**config.mk**
```make
export PLATFORM = sky130hd
export DESIGN_NAME = sadc_port
export DESIGN_NICKNAME = d
export VERILOG_FILES = /design/src/shared/sadc_pkg.sv /design/src/hw/sadc_port.sv
export VERILOG_INCLUDE_DIRS = /design/src /design/src/shared
export SDC_FILE = /design/constraint.sdc
export NUM_CORES = 1
export LEC_CHECK = 0
export BUFFER_PORTS_ARGS = -buffer_cell sky130_fd_sc_hd__buf_2
export CAP_MARGIN = 15
export CORE_MARGIN = 3
export CORE_UTILIZATION = 60
export CTS_CLUSTER_SIZE = 24
export DETAILED_ROUTE_END_ITERATION = 8
export PLACE_DENSITY = 0.8
export RECOVER_POWER = 100
export SLEW_MARGIN = 25
export SYNTH_ARGS = -nofsm -noshare
export SYNTH_HDL_FRONTEND = slang
export SYNTH_SLANG_ARGS = --single-unit
export TNS_END_PERCENT = 100
```
**constraint.sdc**
```tcl
create_clock -name core_clk -period 6.8 [get_ports core_clk]
set_input_delay 1.36 -clock core_clk [delete_from_list [all_inputs] [get_ports core_clk]]
set_output_delay 1.36 -clock core_clk [all_outputs]
set_load 0.02 [all_outputs]
```
**src/shared/sadc_defs.svh**
```systemverilog
/*
 * Register offsets, field positions and timing counts of the software-triggered converter port.
 * Assumes inclusion by bare name from the package and the design file.
 */
`ifndef SADC_DEFS_SVH
`define SADC_DEFS_SVH

`define SADC_OFS_RESULT_LOW 4'h4
`define SADC_OFS_RESULT_HIGH 4'h5
`define SADC_OFS_GAIN_SELECT 4'h9
`define SADC_OFS_CHANNEL_SELECT 4'ha
`define SADC_OFS_CONV_TRIGGER 4'hc
`define SADC_PENDING_BIT 4
`define SADC_CHANNEL_MSB 4
`define SADC_GAIN_MSB 2
`define SADC_RESET_CHANNEL 5'h00
`define SADC_RESET_GAIN 3'h0
`define SADC_RESET_GAIN_OH 5'h01
`define SADC_RESET_RESULT 12'h000
`define SADC_GAIN_X16_CODE 3'h4
`define SADC_CONV_TIME_NS 10000
`define SADC_CLK_PERIOD_NS 25
`define SADC_CONV_CYCLES ((`SADC_CONV_TIME_NS + `SADC_CLK_PERIOD_NS - 1) / `SADC_CLK_PERIOD_NS)

`endif

```
**src/shared/sadc_pkg.sv**
```systemverilog
/*
 * Types of the software-triggered converter port.
 * Assumes the defs header is on the include path.
 */
`include "sadc_defs.svh"

package sadc_pkg;

	// One host I/O access
	typedef struct packed {
		logic rd;
		logic wr;
		logic [3:0] ofs;
		logic [7:0] wdata;
	} sadc_io_req_t;

	// Converter sequencing
	typedef enum logic [2:0] {
		SADC_IDLE = 3'b001,
		SADC_START = 3'b010,
		SADC_BUSY = 3'b100
	} sadc_state_t;

	// Gain one-hot x1,x2,x4,x8,x16
	typedef logic [4:0] sadc_gain_t;

endpackage

```
**src/hw/sadc_port.sv**
```systemverilog
/*
 * Register port and conversion sequencer of a 12-bit, 32-channel software-triggered converter.
 * Assumes a 16-location I/O window already selected by the caller (io_sel), host strobes that
 * are synchronous single-cycle pulses on core_clk, and an external converter that returns a
 * done pulse with 12-bit data.
 * Holds the channel and gain latches, the one-shot trigger, the 12-bit result and its
 * pending flag, and answers host reads from registered read data.
 * The converter's done and data lines are asynchronous to core_clk and pass two flops here;
 * data must stay steady while done is high, and done must last at least one core_clk cycle.
 * A conversion that never reports done is closed after CONV_CYCLES with whatever data stands.
 */
// What this block does
// - Decodes sixteen byte locations by offset from the selected base.
// - Holds each finished conversion as a twelve-bit result, bit 11 highest.
// - Offset four reads result bits 7 to 0.
// - Offset five reads result 11..8, pending flag on bit 4, zeros above.
// - Pending flag is one until a conversion completes, then zero.
// - Reading offset four sets the pending flag back to one.
// - Write at offset ten loads channel from bits 4..0, switches mux at once.
// - Channel is plain binary, selecting inputs 0 through 31.
// - Write at offset nine loads gain code bits 2..0: x1,x2,x4,x8,x16.
// - One gain setting applies to every converted channel.
// - A write at offset twelve while idle starts one conversion; data ignored.
// - No start source exists other than the trigger write.
// - Converter starts on the rising edge of the internal trigger pulse.
`timescale 1ns/100ps
`include "sadc_defs.svh"

module sadc_port #(
	parameter int CONV_CYCLES = `SADC_CONV_CYCLES
) (
	// Clock, reset, enable
	input wire logic core_clk,
	input wire logic rst,
	input wire logic clk_en,
	// Host I/O access
	input wire sadc_pkg::sadc_io_req_t io_req,
	input wire logic io_sel,
	output logic [7:0] io_rdata,
	// Converter side
	input wire logic conv_done,
	input wire logic [11:0] conv_data,
	output logic [4:0] mux_channel,
	output sadc_pkg::sadc_gain_t gain_onehot,
	output logic conv_start,
	output logic conv_busy
);

	// Counter is 16 bits wide and must reload to at least one
	if (CONV_CYCLES < 1) begin : g_conv_cycles_low
		$error("CONV_CYCLES must be at least one");
	end
	if (CONV_CYCLES > 65535) begin : g_conv_cycles_high
		$error("CONV_CYCLES does not fit the 16-bit counter");
	end

	// Timeout counter reload and last count
	localparam logic [15:0] CNT_RELOAD = 16'(CONV_CYCLES);
	localparam logic [15:0] CNT_LAST = 16'h0001;

	////////////////////////////////////////////////////////////////////////////////
	// Gain decode
	function automatic sadc_pkg::sadc_gain_t gain_decode(input logic [2:0] code);
		sadc_pkg::sadc_gain_t g;
		g = 5'h00;
		if (code >= `SADC_GAIN_X16_CODE) begin
			g[4] = 1'b1;
		end else begin
			g[code[1:0]] = 1'b1;
		end
		return g;
	endfunction

	// True when a strobe is taken at the given window offset
	function automatic logic hit_at(input logic strobe, input logic [3:0] ofs,
			input logic [3:0] want);
		return strobe && (ofs == want);
	endfunction

	////////////////////////////////////////////////////////////////////////////////
	// State image
	typedef struct packed {
		sadc_pkg::sadc_state_t st;
		logic [15:0] cnt;
		logic [11:0] result;
		logic pending;
		logic [4:0] channel;
		logic [2:0] gain;
		logic [7:0] rdata;
		logic start;
		logic [4:0] mux;
		sadc_pkg::sadc_gain_t gain_oh;
		logic busy;
		logic done_s1;
		logic done_s2;
		logic [11:0] data_s1;
		logic [11:0] data_s2;
	} sadc_state_regs_t;

	// Reset image: pending set because no result is held yet
	localparam sadc_state_regs_t RESET_STATE = '{
		st: sadc_pkg::SADC_IDLE,
		cnt: 16'h0000,
		result: `SADC_RESET_RESULT,
		pending: 1'b1,
		channel: `SADC_RESET_CHANNEL,
		gain: `SADC_RESET_GAIN,
		rdata: 8'h00,
		start: 1'b0,
		mux: `SADC_RESET_CHANNEL,
		gain_oh: `SADC_RESET_GAIN_OH,
		busy: 1'b0,
		done_s1: 1'b0,
		done_s2: 1'b0,
		data_s1: `SADC_RESET_RESULT,
		data_s2: `SADC_RESET_RESULT
	};

	sadc_state_regs_t s_reg;
	sadc_state_regs_t s_next;
	// Strobes qualified by the window select
	logic rd_hit;
	logic wr_hit;

	////////////////////////////////////////////////////////////////////////////////
	// Next state
	always_comb begin
		s_next = s_reg;
		rd_hit = io_sel && io_req.rd;
		wr_hit = io_sel && io_req.wr;
		s_next.start = 1'b0;
		s_next.rdata = 8'h00;

		// Converter pins cross into core_clk through two flops each
		s_next.done_s1 = conv_done;
		s_next.done_s2 = s_reg.done_s1;
		s_next.data_s1 = conv_data;
		s_next.data_s2 = s_reg.data_s1;

		if (rd_hit) begin
			unique case (io_req.ofs)
				`SADC_OFS_RESULT_LOW: begin
					s_next.rdata = s_reg.result[7:0];
				end
				`SADC_OFS_RESULT_HIGH: begin
					s_next.rdata = {3'h0, s_reg.pending, s_reg.result[11:8]};
				end
				default: begin
					s_next.rdata = 8'h00;
				end
			endcase
		end
		if (wr_hit) begin
			unique case (io_req.ofs)
				`SADC_OFS_GAIN_SELECT: begin
					s_next.gain = io_req.wdata[`SADC_GAIN_MSB:0];
				end
				`SADC_OFS_CHANNEL_SELECT: begin
					s_next.channel = io_req.wdata[`SADC_CHANNEL_MSB:0];
				end
				default: begin
				end
			endcase
		end
		unique case (s_reg.st)
			sadc_pkg::SADC_IDLE: begin
				if (hit_at(wr_hit, io_req.ofs, `SADC_OFS_CONV_TRIGGER)) begin
					s_next.st = sadc_pkg::SADC_START;
					s_next.start = 1'b1;
					s_next.pending = 1'b1;
					s_next.cnt = CNT_RELOAD;
				end
			end
			// Trigger writes are ignored until the sequencer is idle again
			sadc_pkg::SADC_START: begin
				s_next.st = sadc_pkg::SADC_BUSY;
			end
			sadc_pkg::SADC_BUSY: begin
				if (s_reg.done_s2 || s_reg.cnt == CNT_LAST) begin
					// A missing done pulse still closes the cycle at the timeout
					s_next.result = s_reg.data_s2;
					s_next.pending = 1'b0;
					s_next.st = sadc_pkg::SADC_IDLE;
				end else begin
					s_next.cnt = s_reg.cnt - 16'h0001;
				end
			end
			default: begin
				s_next.st = sadc_pkg::SADC_IDLE;
			end
		endcase
		// Completion in the same cycle as the low-byte read: the read re-arms the flag
		if (hit_at(rd_hit, io_req.ofs, `SADC_OFS_RESULT_LOW)) begin
			s_next.pending = 1'b1;
		end
		// Outputs are registered copies of the next state
		s_next.mux = s_next.channel;
		s_next.gain_oh = gain_decode(s_next.gain);
		s_next.busy = (s_next.st != sadc_pkg::SADC_IDLE);
	end

	////////////////////////////////////////////////////////////////////////////////
	// State register
	always_ff @(posedge core_clk or posedge rst) begin
		if (rst) begin
			s_reg <= RESET_STATE;
		end else if (clk_en) begin
			s_reg <= s_next;
		end
	end

	////////////////////////////////////////////////////////////////////////////////
	// Outputs
	assign io_rdata = s_reg.rdata;
	assign mux_channel = s_reg.mux;
	assign gain_onehot = s_reg.gain_oh;
	assign conv_start = s_reg.start;
	assign conv_busy = s_reg.busy;

endmodule

```
==> results of run 1 <==
## power by group through the flow
stage          clock (mW)  sequential [mW]  combinational (mW)
2_1_floorplan           0            0.567               0.140
3_3_place_gp            0            0.574               0.161
3_5_place_dp            0            0.578               0.166
4_1_cts             0.372            0.569               0.167
5_1_grt             0.394            0.577               0.175
6_report            0.363            0.569               0.159
## worst reg2reg max path, cell delays in order, from the launching register on
cell and delay [ns]:
sky130_fd_sc_hd__dfrtp_1 0.47, sky130_fd_sc_hd__nor4_4 0.48, sky130_fd_sc_hd__a41oi_4 0.35, sky130_fd_sc_hd__nor2_1 0.90
sky130_fd_sc_hd__mux2_2 0.42
## cells in the final DEF, fill, tap and decap left out, drive strengths merged, types with 3 or more instances in the layout
master and instances:
clkinvlp 3, o211ai 6, a22o 3, or4 4
o2bb2ai 9, buf 28, nor3 8, nand4 5
nor2 12, dfrtp 77, clkbuf 32, nor2b 3
inv 6, nand3 10, dfstp 3, a21oi 4
nand2 17, o21ai 5, mux2 48, nand2b 4
nor4 4, mux2i 16
## worst max-delay path by stage
stage | startpoint | to | slack [ns]
after floorplan | rst | conv_busy | 3.39
after global placement | clk_en | s_reg[71] | 2.75
after detailed placement | clk_en | s_reg[74] | 2.63
after CTS | clk_en | s_reg[71] | 3.00
after global routing | clk_en | s_reg[71] | 2.76
final | clk_en | s_reg[71] | 3.04
## kinds of logic (layout without fill, tap and decap cells)
logic type                 count (synthesis)  in the layout  synth area share
buffers and inverters                     39             72           0.06288
and+or+nand+nor                           81             81            0.1339
AOI/OAI and AO/OA                         39             39           0.08212
muxes                                     64             64            0.1922
adders and majority gates                  2              2          0.006516
DFF                                       80             80            0.5223
## routing by layer
metal  share of wire  global-route usage  vias up  wire length, µm
met2            0.48              0.3125       74             3261
met1            0.44              0.2605     1224             2999
li1                -                   -     1150                -
met4           0.013             0.06331        0               90
met3           0.063             0.06820       11              426
met5               0                   0        -                0
## per-stage QoR
| stage | util | power, mW |
|---|---|---|
| after floorplan | - | 0.7073 |
| after global placement | 0.6550 | 0.7355 |
| after detailed placement | 0.6550 | 0.7446 |
| after CTS | 0.6903 | 1.108 |
| after global routing | 0.6782 | 1.146 |
| final | 0.6782 | 1.091 |
## cell type report
cell class	instances	area (µm²)
inverter	7	27.53
timing repair buffer	49	227.7
sequential	80	2006
clock inverter	5	62.56
clock buffer	11	151.4
tap	75	93.84
multi-input combinational	186	1541
fill	462	1951
==> load_flow_metrics.sql, run 1 <==
INSERT INTO impl_metrics (metric_group, metric, value, unit) VALUES
('die', 'placeableCoreArea', '6061', 'µm²'),
('die', 'num_rows', '28', ''),
('die', 'die_height', '86', 'µm'),
('sta', 'fmax', '265.7', 'MHz'),
('cells_and_area', 'antenna_fix_cells', '0', ''),
('power', 'power.share.switching', '0.2733', ''),
('critical_path', 'critPathCaptureType', 'register', ''),
('clock_network', 'clkSlewWorstSetupHoldPaths', '0.07', 'ns'),
('clock_network', 'post_cts_resized', '0', ''),
('global_routing', 'pin_count_of_the_biggest_net_entering_global_routing', '81', ''),
('sta', 'setup_total_negative_slack', '0', 'ns'),
('sta', 'timing.final.setup_violations', '0', ''),
('hold_path', 'hold_path_end', 'gain_onehot[0]', ''),
('drt', 'routed_via_density', '5.954', ''),
('global_routing', 'grt_pass1_wl', '11520', 'µm'),
('sta', 'timing_worst_slew_pin_value', '1.044', 'ns'),
('cells_and_area', 'post_layout_net_count', '366', ''),
('critical_path', 'worst_setup_path_start_kind', 'input pin', ''),
('drt', 'post_drt_wl_per_cell', '16.41', 'µm'),
('power', 'p_seq_frac', '0.522', ''),
('critical_path', 'timing.rr.end', 's_reg[61]', ''),
('cells_and_area', 'final_cell_area', '4110', 'µm²'),
('synth', 'synth.most_common_cell', 'sky130_fd_sc_hd__dfrtp_1', ''),
('sta', 'finalHoldWorstSlack', '0.4931', 'ns'),
('synth', 'mappedNetlistNets', '338', ''),
('clock_network', 'cts_tree', 'done', ''),
('synth', 'asyncSetResetFlopFracSynth', '1.000', ''),
('critical_path', 'critical_path.n_buffers_inverters', '2', ''),
('power', 'power.density_cell_area', '265.3', 'nW/µm²'),
('die', 'initial_cell_density_of_the_core', '0.6336', ''),
('critical_path', 'rrSetupSlack', '4.07', 'ns'),
('drt', 'drc', '0', ''),
('critical_path', 'worst-r2r-cell-count', '4', ''),
('drt', 'drt-total-wl', '6778', 'µm'),
('synth', 'postSynth.topFlopCell', 'sky130_fd_sc_hd__dfrtp_1', ''),
('sta', 'worst_clock_skew', '0.007066', 'ns'),
('clock_network', 'clockRootBuffer', 'sky130_fd_sc_hd__clkbuf_8', ''),
('synth', 'synth.lib_cells_used.distinct', '53', ''),
('status', 'status', 'finished, final reports clean', ''),
('clock_network', 'post_cts_buffers', '0', ''),
('job', 'timing.max_cap.violations', '0', ''),
('place', 'dpl-instance-area', '3970', 'µm²'),
('sta', 'worst_slew_margin_rel', '0.2940', ''),
('critical_path', 'cp_top_family', 'buffers and inverters', ''),
('synth', 'synth_largest_type_area_fraction', '0.5018', ''),
('global_routing', 'via_count_of_the_first_global_routing_pass', '2433', ''),
('power', 'power.combinational.fraction', '0.145', ''),
('cells_and_area', 'final_layout_size_suffix_gt1_frac', '0.2959', ''),
('place', 'finalWeightedCongestion', '0.8052', ''),
('global_routing', 'grt_overflow_total', '0', ''),
('synth', 'synth_top_cell_by_area', 'sky130_fd_sc_hd__dfrtp_1', ''),
('synth', 'yosysWarnings', '0', ''),
('clock_network', 'cts-root-to-sink-buffers', '2', ''),
('hold_path', 'worstHoldPathCells', '1', ''),
('synth', 'synth.area.top_cells', 'sky130_fd_sc_hd__dfrtp_1, sky130_fd_sc_hd__mux2_2, sky130_fd_sc_hd__mux2i_1', ''),
('global_routing', 'number_of_antenna_violations_at_the_first_check_in_global_routing', '0', ''),
('critical_path', 'worst-setup-path-type', 'in -> reg', ''),
('power', 'power_report.internal_total', '792.4', 'µW'),
('critical_path', 'logic_depth_of_the_worst_path_buffers_included', '5', ''),
('cells_and_area', 'flip_flop_count_of_the_largest_register_after_layout', '48', ''),
('synth', 'share_of_the_yosys_chip_area_belonging_to_registers', '0.5223', ''),
('sta', 'postLayoutSetupSlackWorst', '3.037', 'ns'),
('critical_path', 'cp_cell_sequence', 'buf_2, clkinv_1, nor2_1, a21boi_0, o211ai_1', ''),
('cells_and_area', 'layout.cells.non_filler', '413', ''),
('synth', 'syn_area_per_cell', '12.59', 'µm²'),
('sta', 'final_critical_path_share_of_the_clock_period', '0.5534', ''),
('clock_network', 'cts_num_sinks', '80', ''),
('sta', 'timing.final.hold_violations', '0', ''),
('place', 'place_hpwl', '4596', 'µm'),
('power', 'vdd_drop_max', '0.1934', 'mV'),
('power', 'total_switching_power', '298.1', 'µW');
Power figures use the tool's default switching activity.
==> run 2, diff against run 1 <==
--- a/config.mk
+++ b/config.mk
@@ -9,10 +9,10 @@
 export BUFFER_PORTS_ARGS = -buffer_cell sky130_fd_sc_hd__buf_2
 export CAP_MARGIN = 15
 export CORE_MARGIN = 3
-export CORE_UTILIZATION = 60
+export CORE_UTILIZATION = 57
 export CTS_CLUSTER_SIZE = 24
 export DETAILED_ROUTE_END_ITERATION = 8
-export PLACE_DENSITY = 0.8
+export PLACE_DENSITY = 0.76
 export RECOVER_POWER = 100
 export SLEW_MARGIN = 25
 export SYNTH_ARGS = -nofsm -noshare
==> constraint.sdc (replaced) <==
create_clock -name core_clk -period 3.6 [get_ports core_clk]
set_input_delay 0.72 -clock core_clk [delete_from_list [all_inputs] [get_ports core_clk]]
set_output_delay 0.72 -clock core_clk [all_outputs]
set_load 0.02 [all_outputs]
==> run 2 against run 1 <==
  * Clock skew decreased by 0.0018 ns
  * Combinational power grew 89%
  * First-iteration DRC count fell by 22%
  * Non-clock buffer count is 4 higher
  * Utilization down 3.5 points
  * Power rose by 90%
  * Hold slack got worse by 0.0030 ns
  * Die area up 4.9%
  * Critical path depth up 1
  * Count of clock-buffer cells in the layout shrank 1
  * Cell area rose by 0.46%
==> load_flow_metrics.sql, run 2 (synthesized netlist as in run 1, its figures left out) <==
INSERT INTO impl_metrics (metric_group, metric, value, unit) VALUES
('status', 'status', 'finished, final reports clean', ''),
('critical_path', 'critical_path.reg2reg.startpoint', 's_reg[68]', ''),
('power', 'leakage', '1.836', 'nW'),
('die', 'die_area', '7757', 'µm²'),
('global_routing', 'grt_overflow_total', '0', ''),
('drt', 'first_pass_iters', '4', ''),
('power', 'total_switching_power', '591.3', 'µW'),
('hold_path', 'hold_path.startpoint', 'gain_onehot[0]', ''),
('global_routing', 'number_of_antenna_violations_at_the_first_check_in_global_routing', '0', ''),
('cells_and_area', 'layout.cells.non_filler', '419', ''),
('sta', 'finalHoldWorstSlack', '0.4901', 'ns'),
('cells_and_area', 'most-common-layout-cells', 'sky130_fd_sc_hd__dfrtp_1, sky130_fd_sc_hd__mux2_2, sky130_fd_sc_hd__buf_2, sky130_fd_sc_hd__clkbuf_1, sky130_fd_sc_hd__nand2_1', ''),
('sta', 'timing.final.setup_violations', '0', ''),
('drt', 'ant_nets', '0', ''),
('critical_path', 'worst-r2r-cell-count', '6', ''),
('clock_network', 'post_cts_buffers', '0', ''),
('clock_network', 'clkSlewWorstSetupHoldPaths', '0.09', 'ns'),
('cells_and_area', 'area_taken_by_flip_flops_and_latches', '2006', 'µm²'),
('place', 'place_hpwl', '4914', 'µm'),
('place', 'finalWeightedCongestion', '0.7875', ''),
('clock_network', 'numCtsBuffers', '9', ''),
('global_routing', 'via_count_of_the_first_global_routing_pass', '2412', ''),
('die', 'ioPinCount', '51', ''),
('die', 'die_height', '88.08', 'µm'),
('drt', 'routed_via_density', '5.893', ''),
('clock_network', 'cts_num_sinks', '80', ''),
('die', 'initial_cell_density_of_the_core', '0.5979', ''),
('critical_path', 'rrSetupSlack', '0.86', 'ns'),
('hold_path', 'hold_path_class', 'reg -> reg', ''),
('critical_path', 'crit_start', 's_reg[68]', ''),
('sta', 'rsz_0062_raised_after_global_routing', 'no', ''),
('job', 'timing.max_cap.violations', '0', ''),
('sta', 'layout_min_cycle_time', '2.740', 'ns'),
('place', 'placed_cells', '403', ''),
('cells_and_area', 'area_delta_synth_final', '7.527', '%'),
('power', 'power.density_cell_area', '502.6', 'nW/µm²'),
('critical_path', 'path_max_fanout', '15', ''),
('clock_network', 'post_cts_resized', '0', ''),
('clock_network', 'cts-root-to-sink-buffers', '2', ''),
('place', 'numPortBuffers', '47', ''),
('critical_path', 'capturing_element_of_the_worst_setup_path', 's_reg[65]', ''),
('drt', 'drt_iter0_markers', '132', ''),
('clock_network', 'htree_num_levels', '3', ''),
('sta', 'final_critical_path_share_of_the_clock_period', '0.7611', ''),
('drt', 'drc', '0', ''),
('cells_and_area', 'filler_cell_count', '530', ''),
('sta', 'timing_worst_slew_pin_value', '1.100', 'ns'),
('drt', 'num_vias', '2469', ''),
('critical_path', 'worst_setup_path_start_kind', 'register', ''),
('power', 'vdd_drop_max', '0.3582', 'mV'),
('critical_path', 'worst_ep_arrival_time', '2.98', 'ns'),
('critical_path', 'crit_required', '3.84', 'ns'),
('clock_network', 'insertion_delay', '0.35', 'ns'),
('power', 'power.combinational.fraction', '0.145', ''),
('drt', 'drt-total-wl', '7000', 'µm'),
('cells_and_area', 'final_layout_size_suffix_gt1_frac', '0.2895', ''),
('die', 'num_rows', '29', ''),
('cells_and_area', 'postLayoutCoreUtil', '0.6429', ''),
('power', 'power.share.switching', '0.2850', ''),
('die', 'placeableCoreArea', '6422', 'µm²'),
('sta', 'timing.final.hold_violations', '0', ''),
('sta', 'timing.final.max_slew_violations', '0', ''),
('drt', 'post_drt_wl_per_cell', '16.71', 'µm'),
('cells_and_area', 'antenna_fix_cells', '0', ''),
('clock_network', 'cts_tree', 'done', ''),
('clock_network', 'hold_buffers', '0', ''),
('cells_and_area', 'final_common_cell', 'sky130_fd_sc_hd__dfrtp_1', ''),
('cells_and_area', 'post_layout_net_count', '370', ''),
('critical_path', 'worst-setup-path-type', 'reg -> reg', ''),
('cells_and_area', 'flip_flop_count_of_the_largest_register_after_layout', '48', ''),
('global_routing', 'grt_pass1_wl', '11690', 'µm'),
('power', 'p_seq_frac', '0.519', ''),
('sta', 'fmax', '364.9', 'MHz'),
('sta', 'worst_slew_margin_rel', '0.2624', ''),
('sta', 'worst_clock_skew', '0.005259', 'ns'),
('critical_path', 'timing.rr.end', 's_reg[65]', ''),
('global_routing', 'globalRouteTotalUtil', '0.1973', ''),
('power', 'power_report.internal_total', '1.484', 'mW'),
('critical_path', 'critPathCaptureType', 'register', ''),
('clock_network', 'clockRootBuffer', 'sky130_fd_sc_hd__clkbuf_8', ''),
('sta', 'setup_total_negative_slack', '0', 'ns'),
('die', 'die_x', '88.08', 'µm'),
('power', 'clock_power_share', '0.337', ''),
('cells_and_area', 'multi_input_comb_area', '1541', 'µm²'),
('global_routing', 'pin_count_of_the_biggest_net_entering_global_routing', '38', '');
run 2: worst min path at each step:
stage,to,depth (start not counted)
2_1_floorplan,gain_onehot[1],1
3_3_place_gp,gain_onehot[2],1
3_5_place_dp,gain_onehot[3],1
4_1_cts,s_next[10],2
5_1_grt,gain_onehot[0],1
6_report,gain_onehot[0],1
run 2: stage by stage:
| step | power (mW) | area (µm²) | worst slack, ns |
|---|---|---|---|
| after floorplan | 1.336 | 3840 | 0.8332 |
| after global placement | 1.394 | 4003 | 1.000 |
| after detailed placement | 1.411 | 4003 | 0.9544 |
| after CTS | 2.104 | 4215 | 1.230 |
| after global routing | 2.178 | 4129 | 0.6656 |
| final | 2.075 | 4129 | 0.8599 |
run 2: final cells by class:
class / instances / area share
sequential: 80 / 0.4858
clock inverter: 6 / 0.01818
inverter: 7 / 0.006667
multi-input combinational: 186 / 0.3733
clock buffer: 10 / 0.03333
timing repair buffer: 53 / 0.05939
tap: 77 / 0.02333
run 2: critical path: stages, from the launching register on:
cell and delay, ns:
sky130_fd_sc_hd__dfrtp_1 0.42, sky130_fd_sc_hd__inv_1 0.09, sky130_fd_sc_hd__ha_1 0.14, sky130_fd_sc_hd__nor4b_1 0.54, sky130_fd_sc_hd__a41oi_4 0.35, sky130_fd_sc_hd__nor2_2 0.67, sky130_fd_sc_hd__mux2_2 0.41
run 2: power groups by stage:
stage          clock network, mW  logic, mW  registers (mW)
2_1_floorplan                  0      0.264            1.07
3_3_place_gp                   0      0.308            1.09
3_5_place_dp                   0      0.317            1.09
4_1_cts                    0.709      0.319            1.08
5_1_grt                    0.752      0.337            1.09
6_report                   0.699      0.300            1.08
run 2: layer usage:
metal,part of all wire,GRT usage,wire [µm]
met1,0.46,0.2821,3229
met2,0.48,0.2993,3392
met3,0.051,0.04798,358
met5,0,0,0
met4,0.0027,0.06319,19
